$ cat config.mk
export PLATFORM = sky130hd
export DESIGN_NAME = smw_supervisor
export DESIGN_NICKNAME = d
export VERILOG_FILES = /design/src/core/smw_pkg.sv /design/src/core/smw_supervisor.sv
export SDC_FILE = /design/constraint.sdc
export NUM_CORES = 1
export LEC_CHECK = 0
export BUFFER_PORTS_ARGS = -buffer_cell sky130_fd_sc_hd__buf_2
export CORE_UTILIZATION = 35
export DETAILED_ROUTE_END_ITERATION = 6
export PLACE_DENSITY = 0.58
export REMOVE_ABC_BUFFERS = 1
export SLEW_MARGIN = 20
export SYNTH_ARGS = -nofsm -noshare
export SYNTH_HDL_FRONTEND = slang
export SYNTH_SLANG_ARGS = --single-unit
$ cat constraint.sdc
create_clock -name clk -period 7.7 [get_ports clk]
set_input_delay 1.155 -clock clk [delete_from_list [all_inputs] [get_ports clk]]
set_output_delay 1.155 -clock clk [all_outputs]
set_load 0.02 [all_outputs]
$ cat src/core/smw_pkg.sv
package smw_pkg;

  // ----------------------------------------------------------------
  // Time base
  // ----------------------------------------------------------------
  localparam int CLK_PERIOD_NS = 10;

  // ----------------------------------------------------------------
  // Supervision times in nanoseconds
  // ----------------------------------------------------------------
  localparam int CORE_BLANK_NS = 1000;
  localparam int CORE_UV_DETECT_NS = 20000;
  localparam int CORE_RECOVERY_NS = 5000;
  localparam int IO_BLANK_NS = 1000;
  localparam int IO_UV_DETECT_NS = 20000;
  localparam int IO_RECOVERY_NS = 5000;
  localparam int POWER_TRANSITION_NS = 10000;
  localparam int WAKE_WINDOW_NS = 40000;
  localparam int WAKE_LOW_DETECT_NS = 1000;
  localparam int WAKE_IDLE_DETECT_NS = 1000;
  localparam int PAYLOAD_BIT_NS = 100;

  // ----------------------------------------------------------------
  // Cycle counts: least times round up, longest times round down
  // ----------------------------------------------------------------
  localparam logic [15:0] CORE_BLANK_CYC =
    16'((CORE_BLANK_NS + CLK_PERIOD_NS - 1) / CLK_PERIOD_NS);
  localparam logic [15:0] CORE_DETECT_CYC =
    16'((CORE_UV_DETECT_NS + CLK_PERIOD_NS - 1) / CLK_PERIOD_NS);
  localparam logic [15:0] CORE_REC_CYC =
    16'((CORE_RECOVERY_NS + CLK_PERIOD_NS - 1) / CLK_PERIOD_NS);
  localparam logic [15:0] IO_BLANK_CYC =
    16'((IO_BLANK_NS + CLK_PERIOD_NS - 1) / CLK_PERIOD_NS);
  localparam logic [15:0] IO_DETECT_CYC =
    16'((IO_UV_DETECT_NS + CLK_PERIOD_NS - 1) / CLK_PERIOD_NS);
  localparam logic [15:0] IO_REC_CYC =
    16'((IO_RECOVERY_NS + CLK_PERIOD_NS - 1) / CLK_PERIOD_NS);
  localparam logic [15:0] POWER_CYC =
    16'(POWER_TRANSITION_NS / CLK_PERIOD_NS);
  localparam logic [15:0] WAKE_WIN_CYC =
    16'(WAKE_WINDOW_NS / CLK_PERIOD_NS);
  localparam logic [15:0] WAKE_LOW_CYC =
    16'((WAKE_LOW_DETECT_NS + CLK_PERIOD_NS - 1) / CLK_PERIOD_NS);
  localparam logic [15:0] WAKE_IDLE_CYC =
    16'((WAKE_IDLE_DETECT_NS + CLK_PERIOD_NS - 1) / CLK_PERIOD_NS);
  localparam logic [3:0] BIT_CYC = 4'(PAYLOAD_BIT_NS / CLK_PERIOD_NS);
  localparam logic [3:0] BIT_HALF = 4'(PAYLOAD_BIT_NS / CLK_PERIOD_NS / 2);

  // ----------------------------------------------------------------
  // Register map and fields
  // ----------------------------------------------------------------
  localparam logic [7:0] STATUS_OFS = 8'h00;
  localparam logic [7:0] CTRL_OFS = 8'h04;
  localparam int ST_WAKE_BIT = 0;
  localparam int ST_MODE_BIT = 1;
  localparam int ST_PON_BIT = 4;
  localparam int ST_CORE_UV_BIT = 6;
  localparam int ST_IO_UV_BIT = 7;
  localparam int ST_ERR_BIT = 12;
  localparam int CT_PAT_EN_BIT = 0;
  localparam int CT_PAY_EN_BIT = 1;
  localparam logic [1:0] CTRL_RST = 2'h3;
  localparam logic [9:0] BYTE_LOW = 10'h200;
  localparam logic [9:0] BYTE_HIGH = 10'h2ff;

  typedef enum logic [1:0] {
    MD_OFF, MD_POWERUP, MD_STANDBY, MD_NORMAL
  } smw_mode_t;

endpackage

$ cat src/core/smw_supervisor.sv
`timescale 1ns/1ps
`default_nettype none

// ------------------------------------------------------------------
// Undervoltage monitor for one supply
// ------------------------------------------------------------------
module smw_uv_mon #(
  parameter logic [15:0] BLK = 16'h0064,
  parameter logic [15:0] DET = 16'h07d0,
  parameter logic [15:0] REC = 16'h01f4
) (
  // Clock and reset
  input wire logic clk,
  input wire logic rst,
  input wire logic ce,
  // Comparator level, already synchronised
  input wire logic below,
  // Status
  output logic present_ff,
  output logic forced_ff,
  output logic det_p_ff
);
  logic [15:0] cnt_ff;
  logic [15:0] rcnt_ff;

  initial begin
    if (DET <= BLK || REC == 16'h0000) begin
      $error("smw_uv_mon: detect time must exceed blanking");
    end
  end

  // Blanking, detection and recovery timing share one process.
  always_ff @(posedge clk or posedge rst) begin
    if (rst) begin
      cnt_ff <= 16'h0000;
      rcnt_ff <= 16'h0000;
      present_ff <= 1'b0;
      forced_ff <= 1'b0;
      det_p_ff <= 1'b0;
    end else if (ce) begin
      det_p_ff <= 1'b0;
      if (below) begin
        rcnt_ff <= 16'h0000;
        if (cnt_ff != DET) begin
          cnt_ff <= cnt_ff + 16'h0001;
        end
        if (cnt_ff == BLK && !present_ff) begin
          present_ff <= 1'b1;
          det_p_ff <= 1'b1;
        end
        if (cnt_ff == DET - 16'h0001) begin
          forced_ff <= 1'b1;
        end
      end else begin
        cnt_ff <= 16'h0000;
        // A dip during recovery restarts the recovery time.
        if (present_ff) begin
          if (rcnt_ff == REC) begin
            present_ff <= 1'b0;
            forced_ff <= 1'b0;
            rcnt_ff <= 16'h0000;
          end else begin
            rcnt_ff <= rcnt_ff + 16'h0001;
          end
        end
      end
    end
  end
endmodule

// ------------------------------------------------------------------
// Supply mode and wake-up supervisor
// ------------------------------------------------------------------
module smw_supervisor
  import smw_pkg::*;
#(
  parameter int PAY_BYTES = 4,
  parameter logic [7:0] PAY_PATTERN = 8'h05
) (
  // Clock, reset and clock enable
  input wire logic clk,
  input wire logic rst,
  input wire logic ce,
  // Supply comparators, high while below threshold
  input wire logic core_uv_in,
  input wire logic io_uv_in,
  input wire logic core_pd_in,
  // Host mode pin and bus receiver levels
  input wire logic standby_request_n,
  input wire logic bus_data0,
  input wire logic bus_data1,
  // Register port
  input wire logic [7:0] reg_addr,
  input wire logic [15:0] reg_wdata,
  input wire logic reg_wr,
  input wire logic reg_rd,
  output logic [15:0] reg_rdata,
  // Device outputs
  output logic error_wake_indicator_n,
  output logic rxd,
  output logic sdo_oe,
  output logic tx_enable,
  output logic interfaces_blocked,
  output logic normal_mode,
  output logic off_condition
);

  initial begin
    if (PAY_BYTES < 1 || PAY_BYTES > 8) begin
      $error("smw_supervisor: PAY_BYTES must be 1 to 8");
    end
  end

  // ----------------------------------------------------------------
  // Input synchronisers
  // ----------------------------------------------------------------
  logic [5:0] sync1_ff;
  logic [5:0] sync2_ff;
  logic core_uv_s, io_uv_s, core_pd_s, standby_request_n_s, d0_s, d1_s;

  // Every pin input goes through two flip-flops before use.
  always_ff @(posedge clk or posedge rst) begin
    if (rst) begin
      sync1_ff <= 6'h00;
      sync2_ff <= 6'h00;
    end else if (ce) begin
      sync1_ff <= {bus_data1, bus_data0, standby_request_n,
                   core_pd_in, io_uv_in, core_uv_in};
      sync2_ff <= sync1_ff;
    end
  end

  assign {d1_s, d0_s, standby_request_n_s, core_pd_s, io_uv_s, core_uv_s} = sync2_ff;

  // ----------------------------------------------------------------
  // Supply monitors
  // ----------------------------------------------------------------
  logic core_present, core_forced, core_det_p;
  logic io_present, io_forced, io_det_p;

  smw_uv_mon #(.BLK(CORE_BLANK_CYC), .DET(CORE_DETECT_CYC),
               .REC(CORE_REC_CYC)) u_core_mon (
    .clk(clk), .rst(rst), .ce(ce), .below(core_uv_s),
    .present_ff(core_present), .forced_ff(core_forced),
    .det_p_ff(core_det_p)
  );

  smw_uv_mon #(.BLK(IO_BLANK_CYC), .DET(IO_DETECT_CYC),
               .REC(IO_REC_CYC)) u_io_mon (
    .clk(clk), .rst(rst), .ce(ce), .below(io_uv_s),
    .present_ff(io_present), .forced_ff(io_forced),
    .det_p_ff(io_det_p)
  );

  // During an I/O undervoltage the request pin reads as its default, low.
  logic host_req;
  assign host_req = standby_request_n_s && !io_present;

  // ----------------------------------------------------------------
  // Mode sequencer
  // ----------------------------------------------------------------
  smw_mode_t mode_ff;
  logic [15:0] pcnt_ff;
  logic mode_chg;
  logic pon_p;
  logic supplies_ok;

  assign supplies_ok = !core_present && !io_present;
  assign pon_p = ce && mode_ff == MD_POWERUP && !core_pd_s &&
                 pcnt_ff == POWER_CYC;

  // Power-down wins over every other transition.
  always_ff @(posedge clk or posedge rst) begin
    if (rst) begin
      mode_ff <= MD_OFF;
      pcnt_ff <= 16'h0000;
    end else if (ce) begin
      if (mode_ff != MD_OFF && core_pd_s) begin
        if (pcnt_ff >= POWER_CYC - 16'h0001) begin
          mode_ff <= MD_OFF;
          pcnt_ff <= 16'h0000;
        end else begin
          pcnt_ff <= pcnt_ff + 16'h0001;
        end
      end else begin
        unique case (mode_ff)
          MD_OFF: begin
            pcnt_ff <= 16'h0000;
            if (!core_pd_s) begin
              mode_ff <= MD_POWERUP;
            end
          end
          MD_POWERUP: begin
            if (pcnt_ff == POWER_CYC) begin
              mode_ff <= MD_STANDBY;
              pcnt_ff <= 16'h0000;
            end else begin
              pcnt_ff <= pcnt_ff + 16'h0001;
            end
          end
          MD_STANDBY: begin
            pcnt_ff <= 16'h0000;
            if (supplies_ok && host_req) begin
              mode_ff <= MD_NORMAL;
            end
          end
          MD_NORMAL: begin
            pcnt_ff <= 16'h0000;
            if (core_forced || io_forced || !host_req) begin
              mode_ff <= MD_STANDBY;
            end
          end
        endcase
      end
    end
  end

  assign mode_chg = ce && !core_pd_s &&
                    ((mode_ff == MD_STANDBY && supplies_ok && host_req) ||
                     (mode_ff == MD_NORMAL &&
                      (core_forced || io_forced || !host_req)));

  // ----------------------------------------------------------------
  // Control register
  // ----------------------------------------------------------------
  logic [1:0] ctrl_ff;

  // Writes are refused while an I/O undervoltage is present.
  always_ff @(posedge clk or posedge rst) begin
    if (rst) begin
      ctrl_ff <= CTRL_RST;
    end else if (ce && reg_wr && reg_addr == CTRL_OFS && !io_present) begin
      ctrl_ff <= reg_wdata[1:0];
    end
  end

  // ----------------------------------------------------------------
  // Wake-up pattern detector
  // ----------------------------------------------------------------
  logic [15:0] lcnt_ff, hcnt_ff, wcnt_ff;
  logic armed_ff, sym_seen_ff, wake_pat_p_ff;

  // Idle and high both count as the second phase of a symbol.
  always_ff @(posedge clk or posedge rst) begin
    if (rst) begin
      lcnt_ff <= 16'h0000;
      hcnt_ff <= 16'h0000;
      wcnt_ff <= 16'h0000;
      armed_ff <= 1'b0;
      sym_seen_ff <= 1'b0;
      wake_pat_p_ff <= 1'b0;
    end else if (ce) begin
      wake_pat_p_ff <= 1'b0;
      if (sym_seen_ff) begin
        wcnt_ff <= wcnt_ff + 16'h0001;
        if (wcnt_ff == WAKE_WIN_CYC) begin
          sym_seen_ff <= 1'b0;
        end
      end
      if (d0_s) begin
        hcnt_ff <= 16'h0000;
        armed_ff <= 1'b0;
        if (lcnt_ff != WAKE_LOW_CYC) begin
          lcnt_ff <= lcnt_ff + 16'h0001;
        end
      end else begin
        lcnt_ff <= 16'h0000;
        if (lcnt_ff == WAKE_LOW_CYC) begin
          armed_ff <= 1'b1;
        end
        if (armed_ff) begin
          if (hcnt_ff == WAKE_IDLE_CYC) begin
            armed_ff <= 1'b0;
            hcnt_ff <= 16'h0000;
            if (sym_seen_ff && wcnt_ff != WAKE_WIN_CYC) begin
              sym_seen_ff <= 1'b0;
              wake_pat_p_ff <= ctrl_ff[CT_PAT_EN_BIT];
            end else begin
              sym_seen_ff <= 1'b1;
              wcnt_ff <= 16'h0000;
            end
          end else begin
            hcnt_ff <= hcnt_ff + 16'h0001;
          end
        end
      end
    end
  end

  // ----------------------------------------------------------------
  // Wake-up payload detector
  // ----------------------------------------------------------------
  logic lvl;
  logic prev_lvl_ff;
  logic [3:0] bph_ff, bcnt_ff;
  logic [9:0] sh_ff;
  logic [2:0] nbyte_ff;
  logic wake_pay_p_ff;
  logic [9:0] sh_nxt;
  logic byte_hit;

  assign lvl = !d0_s;
  assign sh_nxt = {sh_ff[8:0], lvl};
  assign byte_hit = sh_nxt == BYTE_LOW || sh_nxt == BYTE_HIGH;

  // Bit phase follows every edge, so sampling stays mid-bit.
  always_ff @(posedge clk or posedge rst) begin
    if (rst) begin
      prev_lvl_ff <= 1'b1;
      bph_ff <= 4'h0;
      bcnt_ff <= 4'h0;
      sh_ff <= 10'h000;
      nbyte_ff <= 3'h0;
      wake_pay_p_ff <= 1'b0;
    end else if (ce) begin
      wake_pay_p_ff <= 1'b0;
      prev_lvl_ff <= lvl;
      if (lvl != prev_lvl_ff || bph_ff == BIT_CYC - 4'h1) begin
        bph_ff <= 4'h0;
      end else begin
        bph_ff <= bph_ff + 4'h1;
      end
      if (bph_ff == BIT_HALF) begin
        sh_ff <= sh_nxt;
        if (bcnt_ff != 4'hf) begin
          bcnt_ff <= bcnt_ff + 4'h1;
        end
        if (byte_hit && (nbyte_ff == 3'h0 || bcnt_ff == 4'h9)) begin
          bcnt_ff <= 4'h0;
          if (PAY_PATTERN[nbyte_ff] != sh_nxt[0]) begin
            nbyte_ff <= 3'h0;
          end else if (nbyte_ff == 3'(PAY_BYTES - 1)) begin
            nbyte_ff <= 3'h0;
            wake_pay_p_ff <= ctrl_ff[CT_PAY_EN_BIT];
          end else begin
            nbyte_ff <= nbyte_ff + 3'h1;
          end
        end else if (nbyte_ff != 3'h0 && bcnt_ff == 4'h9) begin
          nbyte_ff <= 3'h0;
        end
      end
    end
  end

  // ----------------------------------------------------------------
  // Status flags: a set always wins over a clear
  // ----------------------------------------------------------------
  logic core_flag_ff, io_flag_ff, err_flag_ff, wake_flag_ff, pon_flag_ff;
  logic rd_ok, clr;
  logic wake_evt;

  assign rd_ok = ce && reg_rd && reg_addr == STATUS_OFS && !io_present;
  assign clr = rd_ok || mode_chg;
  assign wake_evt = (wake_pat_p_ff || wake_pay_p_ff) &&
                    mode_ff == MD_STANDBY;

  always_ff @(posedge clk or posedge rst) begin
    if (rst) begin
      core_flag_ff <= 1'b0;
      io_flag_ff <= 1'b0;
      err_flag_ff <= 1'b0;
      wake_flag_ff <= 1'b0;
      pon_flag_ff <= 1'b0;
    end else if (ce) begin
      core_flag_ff <= core_det_p ||
                      (core_flag_ff && !(clr && !core_present));
      io_flag_ff <= io_det_p ||
                    (io_flag_ff && !(clr && !io_present));
      err_flag_ff <= core_det_p || (io_det_p && !core_present) ||
                     (err_flag_ff && !(clr && supplies_ok));
      wake_flag_ff <= wake_evt || (wake_flag_ff && !clr);
      // Only a read clears power-on; the automatic change to the requested
      // mode right after power-up would otherwise hide it from the host.
      pon_flag_ff <= pon_p || (pon_flag_ff && !rd_ok);
    end
  end

  // ----------------------------------------------------------------
  // Registered outputs
  // ----------------------------------------------------------------
  logic ind_low;
  assign ind_low = mode_ff == MD_OFF || mode_ff == MD_POWERUP ||
                   io_present ||
                   (mode_ff == MD_NORMAL && err_flag_ff) ||
                   (mode_ff == MD_STANDBY &&
                    (wake_flag_ff || core_flag_ff));

  always_ff @(posedge clk or posedge rst) begin
    if (rst) begin
      error_wake_indicator_n <= 1'b0;
      rxd <= 1'b0;
      sdo_oe <= 1'b0;
      tx_enable <= 1'b0;
      interfaces_blocked <= 1'b1;
      normal_mode <= 1'b0;
      off_condition <= 1'b1;
    end else if (ce) begin
      error_wake_indicator_n <= !ind_low;
      rxd <= !io_present && mode_ff != MD_OFF &&
             (mode_ff == MD_NORMAL ? !d0_s : !wake_flag_ff);
      sdo_oe <= !io_present && mode_ff != MD_OFF;
      tx_enable <= mode_ff == MD_NORMAL && supplies_ok;
      interfaces_blocked <= io_present || mode_ff == MD_OFF ||
                            mode_ff == MD_POWERUP;
      normal_mode <= mode_ff == MD_NORMAL;
      off_condition <= mode_ff == MD_OFF;
    end
  end

  // Status flags read low while set, the mode bit reads high in normal mode; a blocked port reads zero.
  always_ff @(posedge clk or posedge rst) begin
    if (rst) begin
      reg_rdata <= 16'h0000;
    end else if (ce) begin
      reg_rdata <= 16'h0000;
      if (rd_ok) begin
        reg_rdata[ST_WAKE_BIT] <= !wake_flag_ff;
        reg_rdata[ST_MODE_BIT] <= mode_ff == MD_NORMAL;
        reg_rdata[ST_PON_BIT] <= !pon_flag_ff;
        reg_rdata[ST_CORE_UV_BIT] <= !core_flag_ff;
        reg_rdata[ST_IO_UV_BIT] <= !io_flag_ff;
        reg_rdata[ST_ERR_BIT] <= !err_flag_ff;
      end else if (reg_rd && reg_addr == CTRL_OFS && !io_present) begin
        reg_rdata[1:0] <= ctrl_ff;
      end
    end
  end
endmodule

`default_nettype wire

After elaboration in Yosys (flattened, before gate mapping)
Memory sizes are Yosys's and may differ from the RTL's. Index checks and enable logic that the tools add are counted.

Add/sub/neg operators: 11. Order comparisons: 2. Eq/ne operators: 39. Multiplexer cells: 83. Reductions and logical operators: 104.

Operators with widths (number): $mux 16 (23); $add 16x1->16 const B (8); $eq 16x7->1 const B (4); $mux 1 (42); $logic_and 1x1->1 (40); $eq 16x11->1 const B (2); $eq 16x9->1 const B (2); $ne 16x11->1 const B (2); $pmux 16 s2 (1); $logic_or 1x1->1 (21); $eq 10x10->1 const B (2); $mux 2 (9); $reduce_and 2->1 (9); $eq 16x10->1 const B (1); $eq 16x12->1 const B (1); $ge 16x10->1 const B (1); $logic_not 1->1 (16); $ne 16x12->1 const B (1); $ne 16x7->1 const B (1); $ne 2x1->1 const B (8); $reduce_bool 2->1 (8); $mux 3 (4); $mux 4 (3); $ne 3x3->1 const B (4); 20 further kinds (26).

Flip-flop bits (word level): 191. ROM bits: 8. Input bits: 35. Output and inout port bits: 23. Word-level logic and storage cells: 280. Memories kept: 1.

Memory list: (name not given) (depth 8, width 1, rd ports 1, clocked after memory_dff 0, write ports 0, RTL line smw_supervisor.sv:330) `if (PAY_PATTERN[nbyte_ff] != sh_nxt[0]) begin`.

Logic depth before layout (Yosys ltp)
Gate-level depths: netlist of run 1.

Depth after elaboration: 12. Gate-level depth with buffers: 9. Gate-level depth less buffers: 7.

Hierarchy
A second synthesis of run 1 with hierarchy kept.

Cell total of the unflattened synthesis: 1055. Area, all modules: 10248.6 um^2.

By module, submodules not included: smw_supervisor (instances 1, cells an instance 621, area an instance 6282.3 um^2, sequential area each 3034.2 um^2); smw_uv_mon at u_io_mon (instances 1, cells an instance 220, area an instance 2005.7 um^2, sequential area each 875.8 um^2); smw_uv_mon at u_core_mon (instances 1, cells an instance 214, area an instance 1960.6 um^2, sequential area each 875.8 um^2).

Worst setup path before layout of run 1
No wires, ideal clock.

Kind: input -> register. Start point: input ce. End point: register u_core_mon.rcnt_ff[0]. Library setup time: 0.125 ns. Arrival time: 2.514 ns. Data required time: 7.575 ns. Path slack: 5.061 ns. Stages on the path: 6. Buffers on the path: 4. Cells stage by stage: buf_2 > buf_2 > clkbuf_1 > clkbuf_1 > o21ai_0 > mux2_2.

Word-level cells in the longest chain between the ends: 1.

Ends and longest elaborated chain: start: declaration (RTL line smw_supervisor.sv:83) `input wire logic ce,`; $reduce_and 2->1 (no source line); end signal: assignment (RTL line smw_supervisor.sv:63) `rcnt_ff <= rcnt_ff + 16'h0001;`; end: declaration (RTL line smw_supervisor.sv:24) `logic [15:0] rcnt_ff;`.

No other way between the ends. A chain may end at the register's enable or synchronous reset.

==> summary.md, run 1 <==
| Metric | Value |
|---|---|
| Status | `complete, no violations` |
| Slew of the pin with the lowest slew margin | `0.9341 ns` |
| Synth warn | `0` |
| CTS Sinks | `191` |
| Post-synth EDFFs | `0` |
| Final HPWL DP | `13.51 mm` |
| Mapped Cells | `1054` |
| RSZ-0062 raised after global routing | `false` |
| TritonCTS clock tree | `built` |
| Share of layout cells above drive strength 1 | `0.09889` |
| Die Span Y | `170.6 µm` |
| Worst-path maximum fanout | `72` |
| Inserted Clock Buffers | `17` |
| Switch Pwr | `0.0006603 W` |
| Drt drc | `0` |
| Syn avg cell area | `9.441 µm²` |
| Most used DFF post-synth | `dfrtp_1` |
| Post-synth top area cell | `dfrtp_1` |
| Max-slew headroom | `0.3715` |
| Largest net degree at the start of global routing | `115` |
| Post-synth top cells | `dfrtp_1, nor2_1, nand2_1` |
| Max Cap Violations | `0` |
| Critical Path Sink Type | `register` |
| Switch share | `0.2709` |
| Setup crit start kind | `input pin` |
| Max Transition Viols Final | `0` |
| Initial antenna violation count | `0` |
| Worst vdd ir | `0.0001538 V` |
| First-pass GRT wire length | `35.83 mm` |
| Final Critical Period | `3.007 ns` |
| IO Count | `58` |
| Kind of critical path | `input pin to register` |
| Sequential Power Share | `0.477` |
| 1st-pass router iterations | `5` |
| Vias after detailed routing | `7450` |
| Iteration-0 DRC count of the detailed router | `546` |
| Internal Power | `0.001777 W` |
| GR Overflow Total | `0` |
| Postcts setup bufs | `0` |
| Area grow syn2layout | `11.44%` |
| PostCTS Resize Cnt | `0` |
| N_diodes | `0` |
| Final setup skew | `0.01351 ns` |
| Layout Nets | `1126` |
| Dpl cells | `1428` |
| Fmax | `332.6 MHz` |
| Vias in the first global route | `7272` |
| Finish-stage setup viols | `0` |
| Required time worst endpoint | `8.00 ns` |
| Placer Congestion | `0.8102` |
| Power share of the combinational group | `0.104` |
| Top-area cell type share of the netlist area | `0.4677` |
| Area of the multi-input gates | `4786 µm²` |
| Clk buf depth | `2` |
| Worst-Skew Late Latency | `0.44 ns` |
| Post-DRT Antenna Nets | `0` |
| Synth top area cells | `dfrtp_1, nor2_1, nand2_1` |
| LEAKAGE | `4.883 nW` |
| CTS root buffer | `clkbuf_16` |
| #FFs+latches synth | `191` |
| Sequential cell area | `4786 µm²` |
| Gr usage total | `0.1526` |
| Die width | `170.6 µm` |
| Fill count | `2749` |
| Clock transition at path regs | `0.07 ns` |
| Async SR Flop Fraction | `1.000` |
| Worst EP arrival | `3.31 ns` |
| Final period utilization | `0.3905` |
| HP Class | `register to register` |
| Clock power share | `0.419` |
| Initial Util | `0.3572` |
| Hold_buf cts | `0` |
| Port bufs | `32` |
| PwrDens | `219.8 nW/µm²` |
| Overall routed net length | `20.52 mm` |
| Via density | `5.103` |
| Most common cell in the synthesized netlist | `dfrtp_1` |
| Sequential element share of the synthesized area | `0.4810` |
| Synth cell types | `67` |
| Core area | `27860 µm²` |
| Hold Violations, Final | `0` |
| Num rows | `61` |
| Routed length per instance | `14.06 µm` |
| Synthesized cell area | `9951 µm²` |
| Die area | `29110 µm²` |
| Finished Layout Cells | `1460` |
| Htree depth | `4` |
| Setup TNS Final | `0 ns` |
## layout by cell type, fill, tap and decap left out, drive strengths merged, types with 7 or more instances in the layout
cell,synthesis,final
dfrtp,186,186
nor2,128,128
nand2,122,122
o21ai,52,52
inv,43,50
nand3,46,46
xnor2,43,43
buf,24,36
nand4,33,33
xor2,33,33
a21oi,30,30
and3,26,26
nor3,25,25
ha,22,22
clkbuf,25,18
a22o,17,17
mux2,15,15
nor4,14,14
and4,13,13
o2bb2ai,11,11
nand2b,10,10
conb,1,10
or3,10,10
or4,9,9
nor2b,8,8
o22ai,7,7
a211oi,7,7
## cells by family after synthesis
group / Yosys count / synth area share
other: 1 / 0.0003769
multiplexers: 21 / 0.02301
adder cells (fa/ha/maj): 22 / 0.02766
flip-flops: 191 / 0.4810
AO/OA/AOI/OAI: 170 / 0.1145
buffers and inverters: 92 / 0.04174
AND/OR/NAND/NOR: 481 / 0.2448
XOR/XNOR: 76 / 0.06689
## cell type report
cell class / instances / area share
clock buffers: 18 / 0.03960
clock inverters: 14 / 0.02189
multi-input cells: 780 / 0.4316
well taps: 378 / 0.04265
inverters: 43 / 0.01523
flip-flops and latches: 191 / 0.4316
repair buffers: 36 / 0.01749
## worst max-delay path, cell delays in order
cell     delay (ns)
buf_2          0.12
buf_4          0.60
nand3_1        0.27
nor4_1         0.74
nand3_1        0.19
xor2_1         0.17
nor2_1         0.05
## metal layers
metal / up-vias / part of all wire / GRT usage / wire length (µm)
met5: - / 0 / 0 / 0
met4: 0 / 0.0084 / 0.03839 / 172
met1: 3593 / 0.52 / 0.2116 / 10750
met2: 108 / 0.44 / 0.2422 / 8999
met3: 14 / 0.029 / 0.03077 / 603
li1: 3735 / - / - / -
## stage by stage
step	worst slack (ns)	hold slack (ns)	instance area, µm²	power (W)	util
after global placement	4.277	0.4324	10400	0.001430	0.3734
final	4.693	0.4503	11090	0.002438	0.3981
after global routing	4.499	0.4766	11090	0.002560	0.3981
after detailed placement	4.233	0.4356	10400	0.001436	0.3734
after CTS	4.707	0.4559	11080	0.002474	0.3978
after floorplan	1.354	0.4096	9731	0.001351	-
## power groups by stage
stage	registers (W)	logic, W	clock network [W]
CTS	0.00116	0.000257	0.00105
global route	0.00118	0.000295	0.00109
finish	0.00116	0.000253	0.00102
detailed placement	0.00118	0.000256	0
floorplan	0.00116	0.000194	0
global placement	0.00118	0.000250	0
## flip-flops by register name, summed over array words and instances (netlist names), 6 cells and up
signal / cells
lcnt_ff: 16
pcnt_ff: 16
hcnt_ff: 16
u_core_mon.cnt_ff: 16
u_io_mon.rcnt_ff: 16
wcnt_ff: 16
u_core_mon.rcnt_ff: 16
u_io_mon.cnt_ff: 16
sh_ff: 9
reg_rdata: 6
## path summary, 6_finish.rpt
path	startpoint	endpoint	slack, ns	depth (start not counted)
worst max-delay path	ce	wcnt_ff[10]	4.69	7
worst min-delay path	io_flag_ff	reg_rdata[7]	0.45	1
worst max register to register	sync2_ff[0]	u_core_mon.cnt_ff[9]	5.05	5
worst min register to register	io_flag_ff	reg_rdata[7]	0.45	1
max in group asynchronous	rst	u_core_mon.rcnt_ff[9]	5.68	3
min in group asynchronous	rst	u_io_mon.rcnt_ff[4]	0.85	2
Note: power is estimated with default switching activity, not from simulation.
==> inputs of run 2 (changes only) <==
Settings changed: ABC_AREA from default to 1, PLACE_DENSITY 0.58 to 0.57.
Clock period 7.7 ns to 2.8 ns, I/O delays scaled along.
==> summary.md, run 2 <==
| Metric | Value |
|---|---|
| Crit path launch | `sync2_ff[0]` |
| Iteration-0 DRC count of the detailed router | `580 (+6.2%)` |
| Setup crit start kind | `register` |
| Synth cell types | `40 (-40%)` |
| Fmax | `484.7 MHz` |
| Setup TNS Final | `0 ns (unchanged)` |
| Worst-path maximum fanout | `22 (-69%)` |
| 1st-pass router iterations | `5 (unchanged)` |
| Async SR Flop Fraction | `1.000 (unchanged)` |
| Routed length per instance | `12.92 µm (-8.1%)` |
| Hold_buf cts | `0 (unchanged)` |
| Sequential Power Share | `0.496 (+0.019)` |
| Gr usage total | `0.1683 (+0.01578)` |
| Area grow syn2layout | `9.654%` |
| Hold Violations, Final | `0 (unchanged)` |
| Worst vdd ir | `0.0004350 V (+180%)` |
| Top-area cell type share of the netlist area | `0.4095 (-0.05824)` |
| Worst EP arrival | `2.39 ns (-0.92 ns)` |
| Worst hold slack | `0.04659 ns (-0.4037 ns)` |
| Slew of the pin with the lowest slew margin | `0.8224 ns (-0.1117 ns)` |
| Final HPWL DP | `19.25 mm (+42%)` |
| Largest net degree at the start of global routing | `75 (-35%)` |
| Switch Pwr | `0.002099 W (+220%)` |
| Clock transition at path regs | `0.07 ns (about the same)` |
| Worst-Skew Late Latency | `0.44 ns (about the same)` |
| Share of layout cells above drive strength 1 | `0.07880 (-0.02009)` |
| Htree depth | `4 (unchanged)` |
| RSZ-0062 raised after global routing | `false` |
| Pre-CTS WS | `0.5617 ns (-3.671 ns)` |
| Post-synth top cells | `nand2_1, inv_1, nor2_1` |
| N_diodes | `0 (unchanged)` |
| Die width | `182.2 µm (+6.8%)` |
| Commonest non-fill, non-tap cell in the layout | `nand2_1` |
| Port bufs | `32 (unchanged)` |
| R2R Path End | `u_core_mon.rcnt_ff[10]` |
| Initial antenna violation count | `0 (unchanged)` |
| Via density | `4.894 (-4.1%)` |
| HP Class | `input pin to async pin` |
| PwrDens | `532.7 nW/µm² (+140%)` |
| #FFs+latches synth | `191 (unchanged)` |
| Commonest non-fill, non-tap cells in the layout | `nand2_1, inv_1, nor2_1, dfrtp_1, nand3_1` |
| CTS root buffer | `clkbuf_16` |
| TritonCTS clock tree | `built` |
| Area of the multi-input gates | `5503 µm² (+15%)` |
| GR Overflow Total | `0 (unchanged)` |
| Required time worst endpoint | `3.13 ns (-4.87 ns)` |
| Post-synth EDFFs | `0 (unchanged)` |
| Fill count | `3310 (+20%)` |
| First-pass GRT wire length | `45.80 mm (+28%)` |
| Max Transition Viols Final | `0 (unchanged)` |
| Crit Reg-Reg Startpoint | `sync2_ff[0]` |
| Mapped Cells | `1595 (+51%)` |
| Finish-stage setup viols | `0 (unchanged)` |
| Worst Slack Setup Final | `0.7370 ns (-3.956 ns)` |
| Synthesized cell area | `11370 µm² (+14%)` |
| Core area | `31720 µm² (+14%)` |
| CTS Sinks | `191 (unchanged)` |
| Status | `complete, no violations` |
| Clock power share | `0.337 (-0.082)` |
| Postcts setup bufs | `0 (unchanged)` |
| CP endpoint | `u_core_mon.rcnt_ff[10]` |
| Max Cap Violations | `0 (unchanged)` |
| Inserted Clock Buffers | `17 (unchanged)` |
| Synth top area cells | `dfrtp_1, nand2_1, inv_1` |
| Kind of critical path | `register to register` |
| Reg2reg path depth | `9 (+4)` |
| Die area | `33200 µm² (+14%)` |
| Drt drc | `0 (unchanged)` |
| Post-synth top area cell | `dfrtp_1` |
| Sequential element share of the synthesized area | `0.4211 (-0.05988)` |
| Most used DFF post-synth | `dfrtp_1` |
| Sequential cell area | `4786 µm² (unchanged)` |
| Final period utilization | `0.7368` |
| Post-DRT Antenna Nets | `0 (unchanged)` |
| Max-slew headroom | `0.4497 (+0.07819)` |
| Switch share | `0.3161 (+0.04518)` |
| PostCTS Resize Cnt | `0 (unchanged)` |
| Flop-to-flop setup slack | `0.74 ns (-4.31 ns)` |
| Vias in the first global route | `9510 (+31%)` |
| Power consumption | `0.006640 W (+170%)` |
| IO Count | `58 (unchanged)` |
| Synth warn | `0 (unchanged)` |
| Syn avg cell area | `7.126 µm² (-25%)` |
| LEAKAGE | `6.047 nW (+24%)` |
| Vias after detailed routing | `9979 (+34%)` |
| Layout Nets | `1682 (+49%)` |
| Die Span Y | `182.2 µm (+6.8%)` |
| Power share of the combinational group | `0.167 (+0.063)` |
| Clk buf depth | `2 (unchanged)` |
| Most common cell in the synthesized netlist | `nand2_1` |
| Placer Congestion | `0.8903 (+9.9%)` |
| Num rows | `65 (+6.6%)` |
| Initial Util | `0.3583 (+0.001146)` |
| Final Critical Period | `2.063 ns` |
| Overall routed net length | `26.35 mm (+28%)` |
| Final setup skew | `0.01045 ns (-0.003066 ns)` |
| Critical Path Sink Type | `register` |
| Internal Power | `0.004541 W (+160%)` |
[run 2: cell type report]
cell class	count	area share
clock inverter	10	0.005421
sequential	191	0.3840
tap	402	0.04036
clock buffer	21	0.03614
timing repair buffer	50	0.02670
inverter	216	0.06586
multi-input combinational	1149	0.4415
[run 2: logic make-up after synthesis]
kind of cell	Yosys count	synth area share
and+or+nand+nor	937	0.3603
buffers and inverters	264	0.09775
DFF	191	0.4211
AOI/OAI and AO/OA	140	0.06550
xor gates and xnor gates	40	0.03082
adders and majority gates	22	0.02422
other	1	0.0003299
[run 2: worst min path at each step]
stage	startpoint	endpoint	cells after the start
floorplan	io_flag_ff	io_flag_ff	2
global placement	pon_flag_ff	reg_rdata[4]	1
detailed placement	io_flag_ff	io_flag_ff	2
CTS	rst	u_io_mon.rcnt_ff[12]	2
global route	rst	u_io_mon.rcnt_ff[12]	2
finish	rst	u_io_mon.rcnt_ff[11]	2
[run 2: per-stage QoR]
step	cell area, µm²	utilization	cells
5_1_grt	12460	0.3929	2039
6_report	12460	0.3929	2039
3_5_place_dp	11950	0.3766	2008
3_3_place_gp	11950	0.3766	2008
4_1_cts	12460	0.3929	2039
2_1_floorplan	11100	-	1556
[run 2: critical path: stages (launching register included)]
cell and delay, ns:
dfrtp_1 0.75, nand2_1 0.18, nand2_2 0.36, inv_2 0.09, nor2_2 0.14, nand2_2 0.11
nor3_2 0.16, nand2_1 0.07, nand2_1 0.06, nor2_1 0.04
[run 2: routing by layer]
metal	track usage	wire, µm	vias up	share of wire
li1	-	-	5150	-
met1	0.2214	12790	4661	0.49
met2	0.2798	12220	142	0.46
met3	0.03432	932	26	0.035
met4	0.04672	408	0	0.015
met5	0	0	-	0
[run 2: power groups by stage]
| stage | clock network [W] | logic (W) | registers (W) |
|---|---|---|---|
| after floorplan | 0 | 0.000747 | 0.00332 |
| after global placement | 0 | 0.00110 | 0.00334 |
| after detailed placement | 0 | 0.00112 | 0.00335 |
| after CTS | 0.00232 | 0.00113 | 0.00330 |
| after global routing | 0.00242 | 0.00129 | 0.00334 |
| final | 0.00224 | 0.00111 | 0.00329 |
==> inputs of run 3 (changes only) <==
Clock period 2.8 ns to 2 ns, I/O delays scaled along.
==> summary.md, run 3 (synthesis results as in run 2) <==
| Metric | Value |
|---|---|
| Area grow syn2layout | `11.02%` |
| RSZ-0062 raised after global routing | `false` |
| Via density | `4.890 (about the same)` |
| N_diodes | `0 (unchanged)` |
| Worst-path maximum fanout | `11 (-50%)` |
| Fin area | `12620 µm² (+1.2%)` |
| Post-place instance area | `12040 µm² (+0.82%)` |
| IO Count | `58 (unchanged)` |
| Critical Path Sink Type | `register` |
| Num rows | `65 (unchanged)` |
| Critical Path Slowest Stage Cell | `dfrtp_1` |
| Die Span Y | `182.2 µm (unchanged)` |
| CTS root buffer | `clkbuf_16` |
| Worst-path cell chain | `inv_1, ha_1, nand3_1, nor2_1, nand3_1, nor2_2, nand2_2, inv_2, nor2_1` |
| Commonest non-fill, non-tap cells in the layout | `nand2_1, inv_1, nor2_1, dfrtp_1, nand3_1` |
| Placer Congestion | `0.8738 (-1.9%)` |
| Fill count | `3263 (-1.4%)` |
| Clock power share | `0.349 (+0.012)` |
| Core area | `31720 µm² (unchanged)` |
| Final period utilization | `0.9062 (+0.1694)` |
| Inserted Clock Buffers | `17 (unchanged)` |
| Iteration-0 DRC count of the detailed router | `527 (-9.1%)` |
| Worst-Skew Late Latency | `0.45 ns (about the same)` |
| Commonest non-fill, non-tap cell in the layout | `nand2_1` |
| Layout Nets | `1696 (+0.83%)` |
| Finish-stage setup viols | `0 (unchanged)` |
| Required time worst endpoint | `2.33 ns (-0.80 ns)` |
| First-pass GRT wire length | `46.44 mm (+1.4%)` |
| LEAKAGE | `6.129 nW (+1.3%)` |
| Max-slew headroom | `0.6523 (+0.2026)` |
| Clock transition at path regs | `0.08 ns (about the same)` |
| Setup TNS Final | `0 ns (unchanged)` |
| Met1 WL | `12.77 mm (-0.13%)` |
| Max Cap Violations | `0 (unchanged)` |
| Setup crit start kind | `register` |
| Overall routed net length | `26.41 mm (+0.25%)` |
| Final Critical Period | `1.812 ns (-0.2507 ns)` |
| GR Overflow Total | `0 (unchanged)` |
| Internal Power | `0.006502 W (+43%)` |
| Worst EP arrival | `2.14 ns (-0.25 ns)` |
| Fmax | `551.8 MHz (+14%)` |
| Uppermost layer routed | `met4` |
| Sequential Power Share | `0.482 (-0.014)` |
| Post-DRT Antenna Nets | `0 (unchanged)` |
| CTS Sinks | `191 (unchanged)` |
| Initial Util | `0.3583 (unchanged)` |
| Power share of the combinational group | `0.169 (+0.002)` |
| Vias after detailed routing | `10045 (+0.66%)` |
| Share of layout cells above drive strength 1 | `0.08898 (+0.01018)` |
| Slew of the pin with the lowest slew margin | `0.5176 ns (-0.3048 ns)` |
| Gr usage total | `0.1702 (+0.001887)` |
| TritonCTS clock tree | `built` |
| Slowest stage delay, CP | `0.41 ns (-0.34 ns)` |
| Met3 WL | `879 µm (-5.7%)` |
| Area of the multi-input gates | `5505 µm² (about the same)` |
| Largest net degree at the start of global routing | `58 (-23%)` |
| Port bufs | `32 (unchanged)` |
| Final design utilization | `0.3978 (+0.004891)` |
| Initial antenna violation count | `0 (unchanged)` |
| Final HPWL DP | `19.58 mm (+1.8%)` |
| PwrDens | `755.8 nW/µm² (+42%)` |
| Hold Violations, Final | `0 (unchanged)` |
| Worst vdd ir | `0.0006870 V (+58%)` |
| Met2 Routed Length | `12.43 mm (+1.8%)` |
| Kind of critical path | `register to register` |
| Htree depth | `4 (unchanged)` |
| Status | `complete, no violations` |
| Switch Pwr | `0.003035 W (+45%)` |
| Clk buf depth | `2 (unchanged)` |
| Sequential cell area | `4786 µm² (unchanged)` |
| 1st-pass router iterations | `5 (unchanged)` |
| CP Buf/Inv Count | `2 (+1)` |
| Max Transition Viols Final | `0 (unchanged)` |
| Die area | `33200 µm² (unchanged)` |
| Switch share | `0.3182 (+0.002144)` |
| Vias in the first global route | `9826 (+3.3%)` |
| Routed length per instance | `12.86 µm (-0.49%)` |
| Drt drc | `0 (unchanged)` |
| CP top delay family | `simple AND/OR/NAND/NOR gates` |
| Postcts setup bufs | `0 (unchanged)` |
| Final setup skew | `0.01108 ns (+0.0006340 ns)` |
| HP Class | `input pin to register` |
| Die width | `182.2 µm (unchanged)` |
## run 3: changes by cell type in the layout (fill, tap and decap cells not counted), moves of 2 or more
cell / change
buf_4: +13
clkbuf_1: -3
clkinvlp_4: +3
clkinv_4: -2
inv_6: +2
inv_8: +2
## run 3: what timing repair did
item,in CTS,in global routing
gates resized for setup,0,1
endpoints found under the hold margin,48,0
hold buffers,1,0
setup endpoints to repair,0,2
## run 3: worst paths after layout
path / startpoint / endpoint / slack [ns] / cells after the start
max: hcnt_ff[0] / wcnt_ff[12] / 0.19 / 9
min: core_uv_in / sync1_ff[0] / 0.07 / 3
max reg2reg: hcnt_ff[0] / wcnt_ff[12] / 0.19 / 9
min reg2reg: pon_flag_ff / reg_rdata[4] / 0.48 / 1
max in group asynchronous: rst / prev_lvl_ff / 0.94 / 4
min in group asynchronous: rst / u_io_mon.cnt_ff[3] / 0.44 / 3
## run 3: area by class of cell
cell class	count	share of cell area
Multi-Input combinational cell	1149	0.4363
Tap cell	402	0.03986
Clock buffer	17	0.03371
Inverter	216	0.06505
Sequential cell	191	0.3793
Timing Repair Buffer	64	0.03490
Clock inverter	15	0.01091
## run 3: worst reg2reg max path, cell delays in order, from the launching register on
cell     delay (ns)
dfrtp_1        0.41
inv_1          0.10
ha_1           0.16
nand3_1        0.08
nor2_1         0.16
nand3_1        0.15
nor2_2         0.20
nand2_2        0.15
inv_2          0.21
nor2_1         0.08
## run 3: power by group through the flow
| stage | sequential (W) | combinational, W | clock, W |
|---|---|---|---|
| 3_3_place_gp | 0.00466 | 0.00159 | 0 |
| 5_1_grt | 0.00465 | 0.00188 | 0.00357 |
| 3_5_place_dp | 0.00467 | 0.00162 | 0 |
| 4_1_cts | 0.00460 | 0.00164 | 0.00345 |
| 6_report | 0.00460 | 0.00161 | 0.00333 |
| 2_1_floorplan | 0.00465 | 0.00105 | 0 |
## run 3: metrics by stage
stage / hold WS, ns / std cells / setup WS (ns) / total power, W
2_1_floorplan: 0.3741 / 1556 / -3.491 / 0.005693
3_3_place_gp: 0.3559 / 2021 / 0.1705 / 0.006253
3_5_place_dp: 0.3565 / 2021 / 0.1754 / 0.006288
4_1_cts: 0.05939 / 2054 / 0.1554 / 0.009677
5_1_grt: 0.08740 / 2054 / 0.004152 / 0.01010
6_report: 0.07409 / 2054 / 0.1877 / 0.009537
## run 3: metal layers
layer / GRT usage / vias up
met5: 0 / -
li1: - / 5164
met3: 0.03193 / 21
met2: 0.2867 / 140
met1: 0.2221 / 4720
met4: 0.04874 / 0
